===== config.mk =====
export PLATFORM = sky130hd
export DESIGN_NAME = tvu_top
export DESIGN_NICKNAME = d
export VERILOG_FILES = /design/src/common/tvu_pkg.sv /design/src/verilog/tvu_src_rank.sv /design/src/verilog/tvu_top.sv /design/src/verilog/tvu_trap_detect.sv
export SDC_FILE = /design/constraint.sdc
export NUM_CORES = 1
export LEC_CHECK = 0
export BUFFER_PORTS_ARGS = -buffer_cell sky130_fd_sc_hd__buf_2
export CORE_AREA = 2 2 159 161
export DETAILED_ROUTE_END_ITERATION = 10
export DIE_AREA = 0 0 161 163
export PLACE_DENSITY = 0.72
export SLEW_MARGIN = 25
export SYNTH_ARGS = -nofsm -noshare
export SYNTH_HDL_FRONTEND = slang
export SYNTH_SLANG_ARGS = --single-unit

===== constraint.sdc =====
create_clock -name pclk -period 6.6 [get_ports pclk]
set_input_delay 0.99 -clock pclk [delete_from_list [all_inputs] [get_ports pclk]]
set_output_delay 0.99 -clock pclk [all_outputs]
set_load 0.005 [all_outputs]

===== src/common/tvu_pkg.sv =====
// tvu_pkg: constants, types and helpers for the trap and vector unit
// assumes: one 125 MHz clock, core events held for a whole instruction cycle
package tvu_pkg;
  // clock and instruction cycle
  localparam int         CLK_NS        = 8;
  localparam int         INSTR_NS      = 32;
  localparam int         CLK_PER_INSTR = (INSTR_NS + CLK_NS - 1) / CLK_NS;
  localparam logic [1:0] DIV_LAST      = 2'(CLK_PER_INSTR - 1);
  localparam logic [1:0] DIV_ONE       = 2'h1;
  // peripheral sources
  localparam int          NUM_SRC          = 54;
  localparam logic [7:0]  VEC_OFS          = 8'h08;
  localparam int          SRC_PERIOD_MATCH = 39;
  localparam int          SRC_ENCODER      = 40;
  localparam int          SRC_FAULT_A      = 43;
  localparam logic [53:0] SRC_LOW_BLOCK    = 54'h000_0000_3ff_ffff;
  localparam logic [53:0] SRC_IMPL = SRC_LOW_BLOCK | (54'h1 << SRC_PERIOD_MATCH)
                                   | (54'h1 << SRC_ENCODER) | (54'h1 << SRC_FAULT_A);
  // trap classes and levels
  localparam int         TR_MATH = 0;
  localparam int         TR_ADDR = 1;
  localparam int         TR_STK  = 2;
  localparam int         TR_OSC  = 3;
  localparam logic [3:0] TRAP_HARD     = 4'he;
  localparam logic [3:0] LVL_NONE      = 4'h0;
  localparam logic [3:0] LVL_MATH      = 4'hb;
  localparam logic [3:0] LVL_ADDR      = 4'hc;
  localparam logic [3:0] LVL_STK       = 4'hd;
  localparam logic [3:0] LVL_OSC       = 4'he;
  localparam logic [3:0] TRAP_LVL_BASE = 4'h8;
  localparam logic [15:0] SP_FLOOR     = 16'h0800;
  localparam logic [15:0] STKLIM_RST   = 16'hffff;
  localparam logic [23:0] RESET_VEC    = 24'h000000;
  // register map
  localparam logic [7:0] REG_CTRL  = 8'h00;
  localparam logic [7:0] REG_STKLIM = 8'h04;
  localparam logic [7:0] REG_TRAP  = 8'h08;
  localparam logic [7:0] REG_CAUSE = 8'h0c;
  localparam logic [7:0] REG_CPL   = 8'h10;
  localparam logic [7:0] REG_IRQ   = 8'h14;
  localparam int CTRL_OVF31 = 0;
  localparam int CTRL_OVF39 = 1;
  // reset cause bits
  localparam int NUM_CAUSE  = 6;
  localparam int CS_WDT     = 0;
  localparam int CS_UNINITW = 1;
  localparam int CS_ILLEGAL = 2;
  localparam int CS_SUPPLY  = 3;
  localparam int CS_LOCKOUT = 4;
  localparam int CS_CONFLCT = 5;

  typedef enum logic [1:0] {BOOT_FETCH, BOOT_TARGET, BOOT_RUN} tvu_boot_e;

  typedef struct packed {
    logic        div_zero;
    logic [1:0]  acc_ovf31;
    logic        guard_used;
    logic [1:0]  acc_ovf39;
    logic        sat_on;
    logic        shift_over;
    logic        misalign;
    logic        data_unimpl;
    logic        multiply_accumulate_class;
    logic        opp_space;
    logic        prog_unimpl;
    logic        vec_fetch;
    logic        lit_unimpl;
    logic        pc_unimpl;
    logic        vec_invalid;
    logic        sp_load;
    logic [15:0] sp_val;
    logic        opc_unused;
    logic        opc_flushed;
    logic        uninit_w;
  } tvu_core_evt_s;

  // level of the highest set trap class
  function automatic logic [3:0] tvu_trap_top(input logic [3:0] p);
    tvu_trap_top = p[TR_OSC] ? LVL_OSC : p[TR_STK] ? LVL_STK :
                   p[TR_ADDR] ? LVL_ADDR : p[TR_MATH] ? LVL_MATH : LVL_NONE;
  endfunction

  // class bit that belongs to a level
  function automatic logic [3:0] tvu_lvl_bit(input logic [3:0] l);
    tvu_lvl_bit = (l == LVL_OSC) ? 4'h8 : (l == LVL_STK) ? 4'h4 :
                  (l == LVL_ADDR) ? 4'h2 : (l == LVL_MATH) ? 4'h1 : 4'h0;
  endfunction
endpackage


===== src/verilog/tvu_src_rank.sv =====
// tvu_src_rank: picks the winning peripheral request
// assumes: requests already masked to implemented positions
`timescale 1ns/1ps
`default_nettype none
module tvu_src_rank import tvu_pkg::*; (
  input  wire logic [NUM_SRC-1:0]   req,   // pending requests
  input  wire logic [3*NUM_SRC-1:0] prio,  // three bits per source
  output logic                      found, // some request ranks above zero
  output logic [5:0]                num,   // winning interrupt number
  output logic [2:0]                lvl    // winning user priority
);
  // scan down so that a lower number wins a tie
  always_comb begin
    found = 1'b0;
    num   = 6'h00;
    lvl   = 3'h0;
    for (int i = NUM_SRC - 1; i >= 0; i--) begin
      if (req[i] && prio[3*i +: 3] != 3'h0 && prio[3*i +: 3] >= lvl) begin
        found = 1'b1;
        num   = 6'(i);
        lvl   = prio[3*i +: 3];
      end
    end
  end
endmodule
`default_nettype wire


===== src/verilog/tvu_top.sv =====
// tvu_top: trap detection, trap ranking, request vectoring and reset entry
// assumes: APB master on pclk, core logic on pclk, pins asynchronous
`timescale 1ns/1ps
`default_nettype none
module tvu_top import tvu_pkg::*; (
  input  wire logic                   pclk,          // core clock
  input  wire logic                   presetn,       // async reset, active low
  input  wire logic [7:0]             paddr,         // APB address
  input  wire logic                   psel,          // APB select
  input  wire logic                   penable,       // APB enable
  input  wire logic                   pwrite,        // APB direction
  input  wire logic [31:0]            pwdata,        // APB write data
  output logic [31:0]                 prdata,        // APB read data
  output logic                        pready,        // APB ready
  output logic                        pslverr,       // APB error
  input  wire tvu_core_evt_s          core_ev,       // core fault events
  input  wire logic                   instr_done,    // faulting instruction complete
  input  wire logic                   trap_ack,      // core takes the trap
  input  wire logic                   trap_ret,      // core leaves the trap
  input  wire logic                   wdt_timeout,   // watchdog expiry
  input  wire logic [23:0]            goto_target,   // jump target at reset entry
  input  wire logic                   goto_vld,      // goto_target valid
  input  wire logic                   osc_fail_pin,  // clock monitor, async
  input  wire logic                   supply_dip_pin,// supply monitor, async
  input  wire logic [NUM_SRC-1:0]     src_req,       // peripheral requests
  input  wire logic [3*NUM_SRC-1:0]   src_prio,      // user priorities
  output logic                        trap_req,      // trap ready for the core
  output logic [3:0]                  trap_lvl,      // highest pending trap level
  output logic [7:0]                  trap_vec,      // its vector number
  output logic                        irq_req,       // interrupt for the core
  output logic [7:0]                  irq_vec,       // its vector number
  output logic [3:0]                  current_priority_level, // level incl top bit
  output logic [23:0]                 fetch_addr,    // reset entry fetch address
  output logic                        fetch_vld,     // fetch_addr valid
  output logic                        div_abort,     // abort divide at boundary
  output logic                        reset_req      // device reset request
);
  ////////////////////////////////////////////////////////////////////////
  logic [1:0]  div_q, div_d;
  logic        tick;
  logic [1:0]  osc_s_q, dip_s_q;
  logic [3:0]  cond, new_c, hard_new, pend_q, pend_d, ack_clr;
  logic [3:0]  lvl_act_q, top_pend, held_lvl, top_new;
  logic        illegal, uninit, conflict, lockout;
  logic [NUM_CAUSE-1:0] cause_q, cause_set, cause_clr;
  logic [1:0]  ctrl_q;
  logic [15:0] stk_limit_q;
  logic [2:0]  cpl_lo_q;
  logic        src_found;
  logic [5:0]  src_num;
  logic [2:0]  src_lvl;
  logic [NUM_SRC-1:0] req_impl;
  logic        setup, wr_en, hit;
  logic [31:0] rd_data;
  tvu_boot_e   boot_q;

  ////////////////////////////////////////////////////////////////////////
  // instruction cycle divider
  assign tick  = (div_q == DIV_LAST);
  assign div_d = tick ? 2'h0 : div_q + DIV_ONE;
  always_ff @(posedge pclk or negedge presetn) begin
    if (!presetn) div_q <= 2'h0;
    else          div_q <= div_d;
  end

  // two-stage synchronisers for pins
  always_ff @(posedge pclk or negedge presetn) begin
    if (!presetn) begin
      osc_s_q <= 2'h0;
      dip_s_q <= 2'h0;
    end else begin
      osc_s_q <= {osc_s_q[0], osc_fail_pin};
      dip_s_q <= {dip_s_q[0], supply_dip_pin};
    end
  end

  ////////////////////////////////////////////////////////////////////////
  tvu_trap_detect u_detect (
    .ev      (core_ev),
    .ovf_en  (ctrl_q),
    .stk_limit (stk_limit_q),
    .cond    (cond),
    .illegal (illegal),
    .uninit  (uninit)
  );

  // trap conditions sampled once per instruction cycle
  assign new_c    = tick ? (cond | {osc_s_q[1], 3'h0}) : 4'h0;
  assign hard_new = new_c & TRAP_HARD;
  assign top_pend = tvu_trap_top(pend_q);
  assign top_new  = tvu_trap_top(hard_new);
  assign held_lvl = (top_pend > lvl_act_q) ? top_pend : lvl_act_q;
  assign conflict = (hard_new != 4'h0) && (top_new < held_lvl);
  assign lockout  = (new_c & (new_c - 4'h1)) != 4'h0;
  assign ack_clr  = trap_ack ? tvu_lvl_bit(top_pend) : 4'h0;
  // a new condition wins over the acknowledge clear
  assign pend_d   = (pend_q & ~ack_clr) | new_c;

  // pending traps and the one in service
  always_ff @(posedge pclk or negedge presetn) begin
    if (!presetn) begin
      pend_q    <= 4'h0;
      lvl_act_q <= LVL_NONE;
    end else begin
      pend_q <= pend_d;
      if (trap_ack)      lvl_act_q <= top_pend;
      else if (trap_ret) lvl_act_q <= LVL_NONE;
    end
  end

  // trap presentation to the core
  always_ff @(posedge pclk or negedge presetn) begin
    if (!presetn) begin
      trap_req <= 1'b0;
      trap_lvl <= LVL_NONE;
      trap_vec <= 8'h00;
    end else begin
      trap_lvl <= tvu_trap_top(pend_d);
      trap_vec <= {4'h0, tvu_trap_top(pend_d) - TRAP_LVL_BASE};
      trap_req <= (pend_d != 4'h0) & instr_done;
    end
  end

  ////////////////////////////////////////////////////////////////////////
  // peripheral requests, reserved positions masked off
  assign req_impl = src_req & SRC_IMPL;

  tvu_src_rank u_rank (
    .req   (req_impl),
    .prio  (src_prio),
    .found (src_found),
    .num   (src_num),
    .lvl   (src_lvl)
  );

  // maskable request only above the current level and with no trap
  always_ff @(posedge pclk or negedge presetn) begin
    if (!presetn) begin
      irq_req <= 1'b0;
      irq_vec <= 8'h00;
    end else begin
      irq_req <= src_found && ({1'b0, src_lvl} > current_priority_level)
                 && (pend_d == 4'h0);
      irq_vec <= {2'h0, src_num} + VEC_OFS;
    end
  end

  // current level: top bit follows trap service
  always_ff @(posedge pclk or negedge presetn) begin
    if (!presetn) begin
      current_priority_level <= 4'h0;
    end else begin
      if (trap_ack)      current_priority_level[3] <= 1'b1;
      else if (trap_ret) current_priority_level[3] <= 1'b0;
      current_priority_level[2:0] <= cpl_lo_q;
    end
  end

  ////////////////////////////////////////////////////////////////////////
  // reset causes, kept apart from the arbitration path
  assign cause_set[CS_WDT]     = wdt_timeout;
  assign cause_set[CS_UNINITW] = tick & uninit;
  assign cause_set[CS_ILLEGAL] = tick & illegal;
  assign cause_set[CS_SUPPLY]  = dip_s_q[1];
  assign cause_set[CS_LOCKOUT] = lockout;
  assign cause_set[CS_CONFLCT] = conflict;
  assign cause_clr = (wr_en && paddr == REG_CAUSE) ? pwdata[NUM_CAUSE-1:0] : '0;

  always_ff @(posedge pclk or negedge presetn) begin
    if (!presetn) begin
      cause_q   <= '0;
      reset_req <= 1'b0;
      div_abort <= 1'b0;
    end else begin
      cause_q   <= (cause_q & ~cause_clr) | cause_set;
      reset_req <= |cause_set;
      div_abort <= tick & core_ev.div_zero;
    end
  end

  // reset entry: fetch at zero, then at the jump target
  always_ff @(posedge pclk or negedge presetn) begin
    if (!presetn) begin
      boot_q     <= BOOT_FETCH;
      fetch_addr <= RESET_VEC;
      fetch_vld  <= 1'b0;
    end else begin
      case (boot_q)
        BOOT_FETCH: begin
          fetch_addr <= RESET_VEC;
          fetch_vld  <= 1'b1;
          boot_q     <= BOOT_TARGET;
        end
        BOOT_TARGET: begin
          fetch_vld <= 1'b0;
          if (goto_vld) begin
            fetch_addr <= goto_target;
            fetch_vld  <= 1'b1;
            boot_q     <= BOOT_RUN;
          end
        end
        BOOT_RUN: fetch_vld <= 1'b0;
        default:  boot_q <= BOOT_FETCH;
      endcase
    end
  end

  ////////////////////////////////////////////////////////////////////////
  // APB decode, no wait states, pready in the first access cycle
  assign setup = psel & ~penable;
  assign wr_en = psel & penable & pwrite & pready;
  assign hit   = (paddr == REG_CTRL) | (paddr == REG_STKLIM) | (paddr == REG_TRAP)
               | (paddr == REG_CAUSE) | (paddr == REG_CPL) | (paddr == REG_IRQ);
  assign rd_data = (paddr == REG_CTRL)  ? {30'h0, ctrl_q} :
                   (paddr == REG_STKLIM) ? {16'h0, stk_limit_q} :
                   (paddr == REG_TRAP)  ? {20'h0, lvl_act_q, trap_lvl, pend_q} :
                   (paddr == REG_CAUSE) ? {26'h0, cause_q} :
                   (paddr == REG_CPL)   ? {28'h0, current_priority_level} :
                   (paddr == REG_IRQ)   ? {15'h0, irq_req, irq_vec, 2'h0, src_num} : 32'h0;

  always_ff @(posedge pclk or negedge presetn) begin
    if (!presetn) begin
      pready  <= 1'b0;
      pslverr <= 1'b0;
      prdata  <= 32'h0;
    end else begin
      pready  <= setup;
      pslverr <= setup & ~hit;
      prdata  <= (setup & ~pwrite) ? rd_data : 32'h0;
    end
  end

  // software registers
  always_ff @(posedge pclk or negedge presetn) begin
    if (!presetn) begin
      ctrl_q   <= 2'h0;
      stk_limit_q <= STKLIM_RST;
      cpl_lo_q <= 3'h0;
    end else if (wr_en) begin
      if (paddr == REG_CTRL)  ctrl_q   <= pwdata[1:0];
      if (paddr == REG_STKLIM) stk_limit_q <= pwdata[15:0];
      if (paddr == REG_CPL)   cpl_lo_q <= pwdata[2:0];
    end
  end

  ////////////////////////////////////////////////////////////////////////
  // checks
  chk_trap_top_bit: assert property (@(posedge pclk) disable iff (!presetn)
    trap_ack |=> current_priority_level[3])
    else $error("top level bit not set in trap");
  chk_lvl_seven_block: assert property (@(posedge pclk) disable iff (!presetn)
    current_priority_level == 4'h7 |=> !irq_req)
    else $error("request above level seven");
  chk_reserved_none: assert property (@(posedge pclk) disable iff (!presetn)
    irq_req |-> (irq_vec - VEC_OFS) inside {[8'd0:8'd25], 8'd39, 8'd40, 8'd43})
    else $error("reserved vector requested");
  chk_vec_offset: assert property (@(posedge pclk) disable iff (!presetn)
    irq_req |-> irq_vec >= VEC_OFS)
    else $error("vector below offset");
  chk_stack_floor: assert property (@(posedge pclk) disable iff (!presetn)
    tick && core_ev.sp_load && core_ev.sp_val < SP_FLOOR |=> pend_q[TR_STK])
    else $error("stack floor not trapped");
  chk_lockout_reset: assert property (@(posedge pclk) disable iff (!presetn)
    tick && cond[TR_MATH] && cond[TR_ADDR] |=> reset_req ##0 cause_q[CS_LOCKOUT])
    else $error("lockout did not reset");
  chk_trap_wait: assert property (@(posedge pclk) disable iff (!presetn)
    trap_req |-> $past(instr_done))
    else $error("trap before completion");
  chk_flush_quiet: assert property (@(posedge pclk) disable iff (!presetn)
    tick && core_ev.opc_flushed && !core_ev.uninit_w && !wdt_timeout && !dip_s_q[1]
    && cond == 4'h0 |=> !reset_req)
    else $error("flushed opcode caused reset");
  chk_boot_zero: assert property (@(posedge pclk) disable iff (!presetn)
    $rose(fetch_vld) && boot_q == BOOT_TARGET |-> fetch_addr == RESET_VEC)
    else $error("first fetch not at zero");
  chk_level_same: assert property (@(posedge pclk) disable iff (!presetn)
    tick && cond[TR_ADDR] && pend_q == 4'h0 && !trap_ack |=> trap_lvl >= LVL_ADDR)
    else $error("trap level late");

  // trap class, level and blocking checks
  chk_div_abort: assert property (@(posedge pclk) disable iff (!presetn)
    tick && core_ev.div_zero |=> div_abort && pend_q[TR_MATH])
    else $error("divide by zero not aborted");
  chk_stack_limit: assert property (@(posedge pclk) disable iff (!presetn)
    tick && core_ev.sp_load && core_ev.sp_val > stk_limit_q |=> pend_q[TR_STK])
    else $error("stack limit not trapped");
  chk_osc_level: assert property (@(posedge pclk) disable iff (!presetn)
    pend_q[TR_OSC] |-> trap_lvl == LVL_OSC)
    else $error("oscillator trap level wrong");
  chk_trap_blocks_irq: assert property (@(posedge pclk) disable iff (!presetn)
    pend_q != 4'h0 |-> !irq_req)
    else $error("request while trap pending");

  // reset cause checks
  chk_conflict_cause: assert property (@(posedge pclk) disable iff (!presetn)
    conflict |=> reset_req && cause_q[CS_CONFLCT])
    else $error("hard conflict did not reset");
  chk_wdt_cause: assert property (@(posedge pclk) disable iff (!presetn)
    wdt_timeout |=> reset_req && cause_q[CS_WDT])
    else $error("watchdog did not reset");
  chk_illegal_cause: assert property (@(posedge pclk) disable iff (!presetn)
    tick && core_ev.opc_unused && !core_ev.opc_flushed |=> reset_req && cause_q[CS_ILLEGAL])
    else $error("illegal opcode did not reset");

  // reset entry and cover points
  chk_fetch_target: assert property (@(posedge pclk) disable iff (!presetn)
    boot_q == BOOT_TARGET && goto_vld |=> fetch_vld && fetch_addr == $past(goto_target))
    else $error("jump target not fetched");
  cov_trap_taken:  cover property (@(posedge pclk) disable iff (!presetn) trap_req ##1 trap_ack);
  cov_irq_raised:  cover property (@(posedge pclk) disable iff (!presetn) $rose(irq_req));
  cov_conflict:    cover property (@(posedge pclk) disable iff (!presetn) conflict);
  cov_lockout:     cover property (@(posedge pclk) disable iff (!presetn) lockout);
  cov_boot_target: cover property (@(posedge pclk) disable iff (!presetn) boot_q == BOOT_TARGET && goto_vld);
endmodule
`default_nettype wire


===== src/verilog/tvu_trap_detect.sv =====
// tvu_trap_detect: turns core events into trap classes and reset causes
// assumes: events come from core logic on the same clock
`timescale 1ns/1ps
`default_nettype none
module tvu_trap_detect import tvu_pkg::*; (
  input  wire tvu_core_evt_s ev,        // core events this cycle
  input  wire logic [1:0]    ovf_en,    // overflow trap enables
  input  wire logic [15:0]   stk_limit, // stack limit value
  output logic [3:0]         cond,      // trap classes raised
  output logic               illegal,   // executed unused opcode
  output logic               uninit     // uninitialised pointer use
);
  logic math_c;
  logic addr_c;
  logic stk_c;

  // math error sources
  assign math_c = ev.div_zero
                | (ovf_en[CTRL_OVF31] & (|ev.acc_ovf31) & ~ev.guard_used)
                | (ovf_en[CTRL_OVF39] & (|ev.acc_ovf39) & ~ev.sat_on)
                | ev.shift_over;
  // address error sources
  assign addr_c = ev.misalign | ev.data_unimpl | ev.prog_unimpl | ev.vec_fetch
                | (ev.multiply_accumulate_class & ev.opp_space)
                | ev.lit_unimpl | ev.pc_unimpl
                | ev.vec_invalid;
  // stack error on load above limit or below floor
  assign stk_c = ev.sp_load & ((ev.sp_val > stk_limit)
                             | (ev.sp_val < SP_FLOOR));
  assign cond    = {1'b0, stk_c, addr_c, math_c};
  assign illegal = ev.opc_unused & ~ev.opc_flushed;
  assign uninit  = ev.uninit_w;
endmodule
`default_nettype wire

==> impl_metrics.tcl, run 1 <==
set metrics [dict create \
    swShare_pct 36.3 \
    timing.reg2reg.setup_slack_ps 2860 \
    cell_area_after_technology_mapping_sq_mm 0.00958 \
    antenna_found_initial 13 \
    clk_transition_reported_paths_ps 80 \
    grt_setup_unrepaired "true" \
    placeableCoreArea_sq_mm 0.0247 \
    number_of_nets_still_failing_antenna_checks_after_routing 0 \
    clk-insertion-delay-late_ps 340 \
    ctsLongestPathBuffers 2 \
    status "finished, violations left" \
    yosysWarnings 0 \
    post-dp-hpwl_um 27500 \
    worstMarginPinSlew_ps 1060 \
    placed_area_sq_mm 0.0143 \
    yosysMostFrequentCell "nand2_1" \
    number_of_synthesized_register_bits 107 \
    dp.cells 2072 \
    p_leak_nw 7.78 \
    maximum_cell_stage_delay_along_the_critical_path_ps 580 \
    route.vias.total 11397 \
    num-fill-cells 2066 \
    crit_arrival_ps 38150 \
    failing_checks "negative setup slack" \
    post_route_cells_drive_above_1_share_pct 52.2 \
    r2r_cells 17 \
    cell_types_with_the_highest_counts_after_synthesis "nand2_1 (102), inv_1 (92), dfrtp_1 (91)" \
    cap_viol_max_count 0 \
    numPortBuffers 279 \
    grt_pass1_vias 10873 \
    fin_nets 2189 \
    period_share_pct 574 \
    cts.hold.buffers_added 0 \
    pwr-share-seq_pct 25.6 \
    power_density_mw_per_mm2 205 \
    syn_area_per_cell_sq_um 8.35 \
    die-area_sq_mm 0.0262 \
    required_ps 6890 \
    initial_utilization_pct 38.8 \
    cpMaxStageDelayCell "or4_4" \
    synth_top_cells_by_area "dfrtp_1 (24%), ha_1 (8.5%), dfstp_2 (4.4%)" \
    cts.root.buffer_cell "clkbuf_16" \
    i_o_pin_count 416 \
    via_per_inst 5.33 \
    dr_drc_count 0 \
    synth_top_area_cell "dfrtp_1" \
    finalMaxSlewViolations 0 \
    setup.worst_path.class "input pin to register" \
    finish.instance_area_sq_mm 0.0155 \
    setup.worst_path.start "src_req[43]" \
    dr.pass1.iters 5 \
    total_number_of_h_tree_levels 3 \
    synth.distinct_cells 96 \
    r2r-end "irq_req$_DFF_PN0_" \
    cts-buffers-inserted 9 \
    floorplan.rows 58 \
    fin_worst_hold_slack_ps 355 \
    instances_no_fill 2140 \
    clkPwrFrac_pct 16.7 \
    gr-usage-all-layers_pct 23.9 \
    synth_enable_flop_cells 0 \
    holdCritPathClass "register to register" \
    timing.critical_path.from_type "input pin" \
    die_y_um 163 \
    switching_power_mw 1.15 \
    route.final.wire_length_um 33700 \
    grt_max_degree 81 \
    netlist.area_leader.share_pct 23.8 \
    max_freq_mhz 26.4 \
    critical_path.max_fanout 5 \
    power.combinational.fraction_pct 57.7 \
    synth_cells 1148 \
    floorplan.die.width_um 161 \
    setup_violations 13 \
    areaGrowthSynthToFinish_pct 61.4 \
    tritoncts "built" \
    cts.sinks 107 \
    final.setup.tns_ps -403210 \
    vdd_drop_max_mv 0.147 \
    critPathMostFrequentCell "ha_1" \
    p_int_mw 2.02 \
    globalplace.congestion 0.935 \
    synth_top_flop_cell "dfrtp_1" \
    timing.slew.headroom_pct 28.9 \
    synth-async-reset-ratio_pct 100 \
    overflow 0 \
    final-hold-violation-count 0 \
    fin_skew_ps 4.15 \
    synth_sequential_area_ratio_pct 28.1 \
    detailedRoute.firstIterationViolations 503 \
    setup.worst_path.end_class "register" \
    routedWlPerCell_um 15.8 \
    period_needed_ps 37860 \
    layout_setup_ws_ps -31260 \
    worstReg2RegStart "stk_limit_q[2]$_DFFE_PN1P_" \
    grt_pass1_wl_um 51500 \
    crit_path_end "prdata[5]$_DFF_PN0_" \
]
[cell type report]
| type | instances | area (sq um) | area share (%) |
|---|---|---|---|
| clock inverters | 7 | 78.8 | 0.510 |
| clock buffers | 9 | 225 | 1.46 |
| repair buffers | 658 | 4280 | 27.7 |
| multi-input cells | 927 | 7400 | 47.9 |
| well taps | 330 | 413 | 2.67 |
| inverters | 92 | 345 | 2.23 |
| flip-flops and latches | 107 | 2700 | 17.4 |
| diodes | 10 | 25.0 | 0.162 |
[routing by layer]
metal / up-vias / share of wire, % / global-route usage (%)
met1: 5392 / 42 / 29.0
li1: 5553 / - / -
met4: 6 / 2.7 / 7.06
met2: 377 / 49 / 43.3
met5: - / 0.11 / 0
met3: 69 / 5.7 / 4.15
[through the flow]
step	power, mW	setup slack (ps)	utilization [%]
CTS	3.00	-31430	59.7
detailed placement	2.45	-32020	58.1
global placement	2.40	-30920	58.1
finish	3.17	-31260	62.7
global route	3.39	-32940	62.7
floorplan	1.72	-30410	-
[power by group through the flow]
stage / Clock, mW / Combinational, mW / Sequential, mW
6_report: 0.528 / 1.83 / 0.811
5_1_grt: 0.570 / 1.99 / 0.825
4_1_cts: 0.540 / 1.65 / 0.812
3_5_place_dp: 0 / 1.62 / 0.824
3_3_place_gp: 0 / 1.58 / 0.821
2_1_floorplan: 0 / 0.897 / 0.820
[how the worst min path moves through the flow]
stage                          from                    to  slack [ps]  cells past startpoint
5_1_grt        osc_s_q[0]$_DFF_PN0_  osc_s_q[1]$_DFF_PN0_         370                      0
6_report       osc_s_q[0]$_DFF_PN0_  osc_s_q[1]$_DFF_PN0_         350                      0
2_1_floorplan  dip_s_q[0]$_DFF_PN0_  dip_s_q[1]$_DFF_PN0_         330                      0
3_5_place_dp   osc_s_q[0]$_DFF_PN0_  osc_s_q[1]$_DFF_PN0_         340                      0
3_3_place_gp   osc_s_q[0]$_DFF_PN0_  osc_s_q[1]$_DFF_PN0_         340                      0
4_1_cts        osc_s_q[0]$_DFF_PN0_  osc_s_q[1]$_DFF_PN0_         360                      0
[cell families after synthesis]
group / after synthesis / share of synthesized area [%]
AOI/OAI and AO/OA: 405 / 31.1
xor gates and xnor gates: 1 / 0.0914
adders and majority gates: 80 / 10.1
buffers and inverters: 134 / 6.17
DFF: 107 / 28.1
muxes: 34 / 3.89
other: 1 / 0.0391
and+or+nand+nor: 386 / 20.5
[flip-flops by register name, summed over array words and instances, names as in the netlist, 2 cells and up]
name,cells
fetch_addr,24
prdata,17
stk_limit_q,16
irq_vec,7
cause_q,6
current_priority_level,4
lvl_act_q,4
pend_q,4
trap_lvl,4
cpl_lo_q,3
boot_q,2
ctrl_q,2
dip_s_q,2
div_q,2
osc_s_q,2
[layout by cell type, fill, tap and decap left out, drive strengths merged, types with 17 or more instances in the layout]
| master | netlist | routed |
|---|---|---|
| nor2 | 87 | 87 |
| buf | 25 | 658 |
| mux2 | 26 | 26 |
| inv | 92 | 96 |
| o21a | 17 | 17 |
| o31ai | 17 | 17 |
| nand2 | 103 | 103 |
| conb | 1 | 21 |
| nor3 | 17 | 17 |
| o211ai | 18 | 18 |
| a22o | 35 | 35 |
| ha | 65 | 65 |
| a21oi | 77 | 77 |
| nand2b | 32 | 32 |
| a21o | 21 | 21 |
| o21ai | 66 | 66 |
| nand3 | 18 | 18 |
| a22oi | 20 | 20 |
| and2 | 38 | 38 |
| dfrtp | 91 | 91 |
[what timing repair did]
item,4_1_cts,5_1_grt
endpoints found under the setup margin,13,13
setup buffers,5,38
gates resized for setup,8,95
pin swaps,10,91
[critical path, delay by kind of cell]
kind | cells | cell delay, ps
buf+inv | 10 | 790
compound gates | 94 | 15560
fa+ha+maj | 34 | 9280
mux | 3 | 860
simple gates | 85 | 10580
(Power assumes the default switching activity.)
==> inputs of run 2 (changes only) <==
Settings changed: CORE_AREA 2 2 159 161 to 4 4 161 163, DIE_AREA 0 0 161 163 to 0 0 165 167.
==> impl_metrics.tcl, run 2 (same netlist as run 1, synthesis figures left out) <==
set metrics [dict create \
    final.setup.tns_ps -403070 \
    cts.sinks 107 \
    detailedRoute.firstIterationViolations 658 \
    grt_pass1_vias 11007 \
    i_o_pin_count 416 \
    crit_arrival_ps 38110 \
    areaGrowthSynthToFinish_pct 61.6 \
    met3_usage_pct 3.95 \
    fin_skew_ps 4.76 \
    route.vias.total 11480 \
    antenna_found_initial 8 \
    clk_transition_reported_paths_ps 70 \
    layout_setup_ws_ps -31250 \
    clk-insertion-delay-late_ps 350 \
    setup.worst_path.class "input pin to register" \
    critPathMostFrequentCell "nand2b_4" \
    ctsLongestPathBuffers 2 \
    dr_drc_count 0 \
    floorplan.rows 57 \
    final-hold-violation-count 0 \
    numPortBuffers 279 \
    maximum_cell_stage_delay_along_the_critical_path_ps 350 \
    grt_setup_unrepaired "true" \
    cts.root.buffer_cell "clkbuf_16" \
    met2_usage_pct 42.5 \
    grt_pass1_wl_um 52400 \
    number_of_nets_still_failing_antenna_checks_after_routing 0 \
    num-fill-cells 2012 \
    cts.hold.buffers_added 0 \
    regMostFlops "fetch_addr" \
    die_y_um 167 \
    layout.cells.most_common_list "buf_4 (387), buf_2 (277), dfrtp_1 (91)" \
    max_freq_mhz 26.4 \
    reg_top3 "fetch_addr: 24 flops, prdata: 17 flops, stk_limit_q: 16 flops" \
    required_ps 6860 \
    overflow 0 \
    tritoncts "built" \
    gr-usage-all-layers_pct 23.0 \
    placed_area_sq_mm 0.0144 \
    global_route.usage.met1_pct 27.1 \
    placeableCoreArea_sq_mm 0.0243 \
    finish.instance_area_sq_mm 0.0155 \
    critical_path.max_fanout 5 \
    floorplan.die.width_um 165 \
    dp.cells 2069 \
    status "finished, violations left" \
    vdd_drop_max_mv 0.175 \
    timing.critical_path.buf_inv 12 \
    holdCritPathClass "register to register" \
    worstMarginPinSlew_ps 875 \
    largest_reg_flops 24 \
    via_per_inst 5.37 \
    cap_viol_max_count 0 \
    finalMaxSlewViolations 0 \
    total_number_of_h_tree_levels 3 \
    period_needed_ps 37850 \
    timing.critical_path.from_type "input pin" \
    p_leak_nw 7.80 \
    post_route_cells_drive_above_1_share_pct 52.5 \
    failing_checks "negative setup slack" \
    cts-buffers-inserted 9 \
    cpMaxStageDelayCell "a2111oi_4" \
    fin_nets 2199 \
    period_share_pct 574 \
    globalplace.congestion 0.897 \
    grt_max_degree 84 \
    setup_violations 13 \
    timing.slew.headroom_pct 41.5 \
    initial_utilization_pct 39.4 \
    die-area_sq_mm 0.0276 \
    setup.worst_path.end_class "register" \
    grt.busiest_layer "met2" \
    final_core_util_pct 63.7 \
    route.final.wire_length_um 34700 \
    instances_no_fill 2136 \
    most_common_cell_after_layout_fill_and_taps_aside "buf_4" \
    worst_case_setup_slack_after_placement_ps -31880 \
    crit_family "compound AO/OA/AOI/OAI gates" \
    power_density_mw_per_mm2 205 \
    dr.pass1.iters 5 \
    post-dp-hpwl_um 28700 \
    routedWlPerCell_um 16.3 \
]
-- run 2: cell types whose count changed in the layout (fill, tap and decap cells not counted), moves of 3 or more --
cell,previous run,this run
buf_4,376,387
nor2_4,6,3
o31ai_2,4,0
ha_4,8,11
o31ai_1,10,13
diode_2,10,2
-- run 2: power by group --
part           switching, mW  total [mW]  internal (mW)
logic                  0.839        1.86           1.02
registers             0.0619       0.811          0.749
clock network          0.241       0.512          0.270
total                   1.14        3.18           2.04
-- run 2: area by class of cell --
type / instances / area [sq um] / share of cell area, %
inverter: 92 / 345 / 2.23
multi-input combinational: 927 / 7410 / 47.9
clock inverter: 6 / 47.5 / 0.307
clock buffer: 10 / 239 / 1.54
timing repair buffer: 668 / 4340 / 28.0
tap: 324 / 405 / 2.62
antenna: 2 / 5.00 / 0.0323
sequential: 107 / 2700 / 17.4
-- run 2: worst paths after layout --
| check | startpoint | end | slack (ps) | cells past startpoint |
|---|---|---|---|---|
| setup / recovery | src_req[43] | irq_req$_DFF_PN0_ | -31250 | 231 |
| hold / removal | dip_s_q[0]$_DFF_PN0_ | dip_s_q[1]$_DFF_PN0_ | 350 | 0 |
| setup reg to reg | stk_limit_q[2]$_DFFE_PN1P_ | trap_req$_DFF_PN0_ | 2980 | 17 |
| hold reg to reg | dip_s_q[0]$_DFF_PN0_ | dip_s_q[1]$_DFF_PN0_ | 350 | 0 |
| max in group asynchronous | presetn | irq_req$_DFF_PN0_ | 5050 | 2 |
| min in group asynchronous | presetn | boot_q[1]$_DFFE_PN0P_ | 530 | 1 |
-- run 2: per-layer routing --
metal	vias to the layer above	wire length, um
li1	5566	-
met1	5450	13800
met2	379	17800
met3	71	2330
met4	14	778
met5	-	77
-- run 2: what timing repair did --
item                       in CTS  in global routing
setup buffers                   4                 45
resized for setup               6                 89
pin swaps                       3                114
setup endpoints to repair      13                 13
-- run 2: per-stage QoR --
stage                     total power [mW]  hold WS, ps
final                                 3.18          350
after global routing                  3.40          359
after CTS                             2.99          352
after detailed placement              2.46          336
after global placement                2.41          336
after floorplan                       1.72          331
==> inputs of run 3 (changes only) <==
Settings changed: ABC_CLOCK_PERIOD_IN_PS set to 6600, CTS_BUF_LIST set to sky130_fd_sc_hd__clkbuf_8.
==> impl_metrics.tcl, run 3 (same netlist as run 1, synthesis figures left out) <==
set metrics [dict create \
    status "finished, violations left" \
    failing_checks "negative setup slack" \
    clk-insertion-delay-late_ps 370 \
    r2r_cells 17 \
    dr.pass1.iters 5 \
    timing.reg2reg.setup_slack_ps 3050 \
    timing.slew.headroom_pct 40.7 \
    overflow 0 \
    max_freq_mhz 26.5 \
    route.final.wire_length_um 34700 \
    layout.cells.most_common_list "buf_4 (386), buf_2 (277), dfrtp_1 (91)" \
    crit_path_end "prdata[5]$_DFF_PN0_" \
    die-area_sq_mm 0.0276 \
    grt_setup_unrepaired "true" \
    cts.root.buffer_cell "clkbuf_8" \
    floorplan.die.width_um 165 \
    i_o_pin_count 416 \
    dr_drc_count 0 \
    instances_no_fill 2137 \
    period_share_pct 572 \
    route.vias.total 11424 \
    die_y_um 167 \
    worst_case_setup_slack_after_placement_ps -31880 \
    cap_viol_max_count 0 \
    finalMaxSlewViolations 0 \
    layout_setup_ws_ps -31180 \
    fin_nets 2200 \
    crit_family "compound AO/OA/AOI/OAI gates" \
    crit_arrival_ps 38090 \
    clk_transition_reported_paths_ps 100 \
    worstReg2RegStart "stk_limit_q[2]$_DFFE_PN1P_" \
    total_number_of_h_tree_levels 3 \
    areaGrowthSynthToFinish_pct 61.1 \
    setup.worst_path.end_class "register" \
    numPortBuffers 279 \
    timing.critical_path.buf_inv 12 \
    final_core_util_pct 63.5 \
    reg_top3 "fetch_addr: 24 flops, prdata: 17 flops, stk_limit_q: 16 flops" \
    period_needed_ps 37780 \
    regMostFlops "fetch_addr" \
    fin_worst_hold_slack_ps 356 \
    number_of_nets_still_failing_antenna_checks_after_routing 0 \
    cpMaxStageDelayCell "or4_4" \
    final-hold-violation-count 0 \
    fin_skew_ps 8.03 \
    grt_max_degree 84 \
    required_ps 6910 \
    setup.worst_path.class "input pin to register" \
    gr-usage-all-layers_pct 22.9 \
    via_per_inst 5.35 \
    tritoncts "built" \
    setup_violations 13 \
    maximum_cell_stage_delay_along_the_critical_path_ps 590 \
    holdCritPathClass "register to register" \
    dp.cells 2069 \
    floorplan.rows 57 \
    critical_path.max_fanout 5 \
    initial_utilization_pct 39.4 \
    placeableCoreArea_sq_mm 0.0243 \
    power_density_mw_per_mm2 199 \
    p_leak_nw 7.77 \
    worstMarginPinSlew_ps 887 \
    globalplace.congestion 0.897 \
    post-dp-hpwl_um 28700 \
    cts.sinks 107 \
    power.total_mw 3.07 \
    vdd_drop_max_mv 0.143 \
    post_route_cells_drive_above_1_share_pct 52.7 \
    r2r-end "trap_req$_DFF_PN0_" \
    setup.worst_path.start "src_req[43]" \
    grt_pass1_vias 10978 \
    largest_reg_flops 24 \
    antenna_found_initial 8 \
    cts.hold.buffers_added 0 \
    detailedRoute.firstIterationViolations 605 \
    grt_pass1_wl_um 52000 \
    critPathMostFrequentCell "nand2b_4" \
    ctsLongestPathBuffers 2 \
    timing.critical_path.depth 229 \
    routedWlPerCell_um 16.2 \
    cts-buffers-inserted 9 \
    timing.critical_path.from_type "input pin" \
    most_common_cell_after_layout_fill_and_taps_aside "buf_4" \
]
[run 3: worst min path at each step]
stage                                      end                  from  cells past startpoint
after floorplan           dip_s_q[1]$_DFF_PN0_  dip_s_q[0]$_DFF_PN0_                      0
after global placement    osc_s_q[1]$_DFF_PN0_  osc_s_q[0]$_DFF_PN0_                      0
after detailed placement  dip_s_q[1]$_DFF_PN0_  dip_s_q[0]$_DFF_PN0_                      0
after CTS                 dip_s_q[1]$_DFF_PN0_  dip_s_q[0]$_DFF_PN0_                      0
after global routing      osc_s_q[1]$_DFF_PN0_  osc_s_q[0]$_DFF_PN0_                      0
final                     dip_s_q[1]$_DFF_PN0_  dip_s_q[0]$_DFF_PN0_                      0
[run 3: power by group]
| group | leakage [nW] | internal, mW | switching (mW) | total, mW |
|---|---|---|---|---|
| sequential | 1.32 | 0.748 | 0.0611 | 0.809 |
| combinational | 6.36 | 1.03 | 0.852 | 1.88 |
| clock | 0.0937 | 0.152 | 0.225 | 0.377 |
[run 3: repair_timing]
| action | CTS | global route |
|---|---|---|
| setup buffers | 4 | 46 |
| resized for setup | 6 | 97 |
| endpoints found under the setup margin | 13 | 13 |
| pin swaps | 3 | 122 |
[run 3: per-stage QoR]
stage | TNS, ps | cell area (sq um)
after floorplan | -391000 | 10200
after detailed placement | -410960 | 14400
after global placement | -396780 | 14400
final | -402050 | 15400
after CTS | -405760 | 14600
after global routing | -426110 | 15400
[run 3: final cells by class]
| class | count | area [sq um] |
|---|---|---|
| Clock buffer | 10 | 138 |
| Fill cell | 2020 | 8880 |
| Inverter | 92 | 345 |
| Sequential cell | 107 | 2700 |
| Multi-Input combinational cell | 927 | 7450 |
| Clock inverter | 6 | 47.5 |
| Tap cell | 324 | 405 |
| Antenna cell | 2 | 5.00 |
| Timing Repair Buffer | 669 | 4350 |
[run 3: layer usage]
layer	global-route usage [%]	wire, um	vias to the layer above
li1	-	-	5571
met1	27.1	13900	5419
met2	42.1	17700	356
met3	3.81	2210	64
met4	6.11	795	14
met5	0	77	-
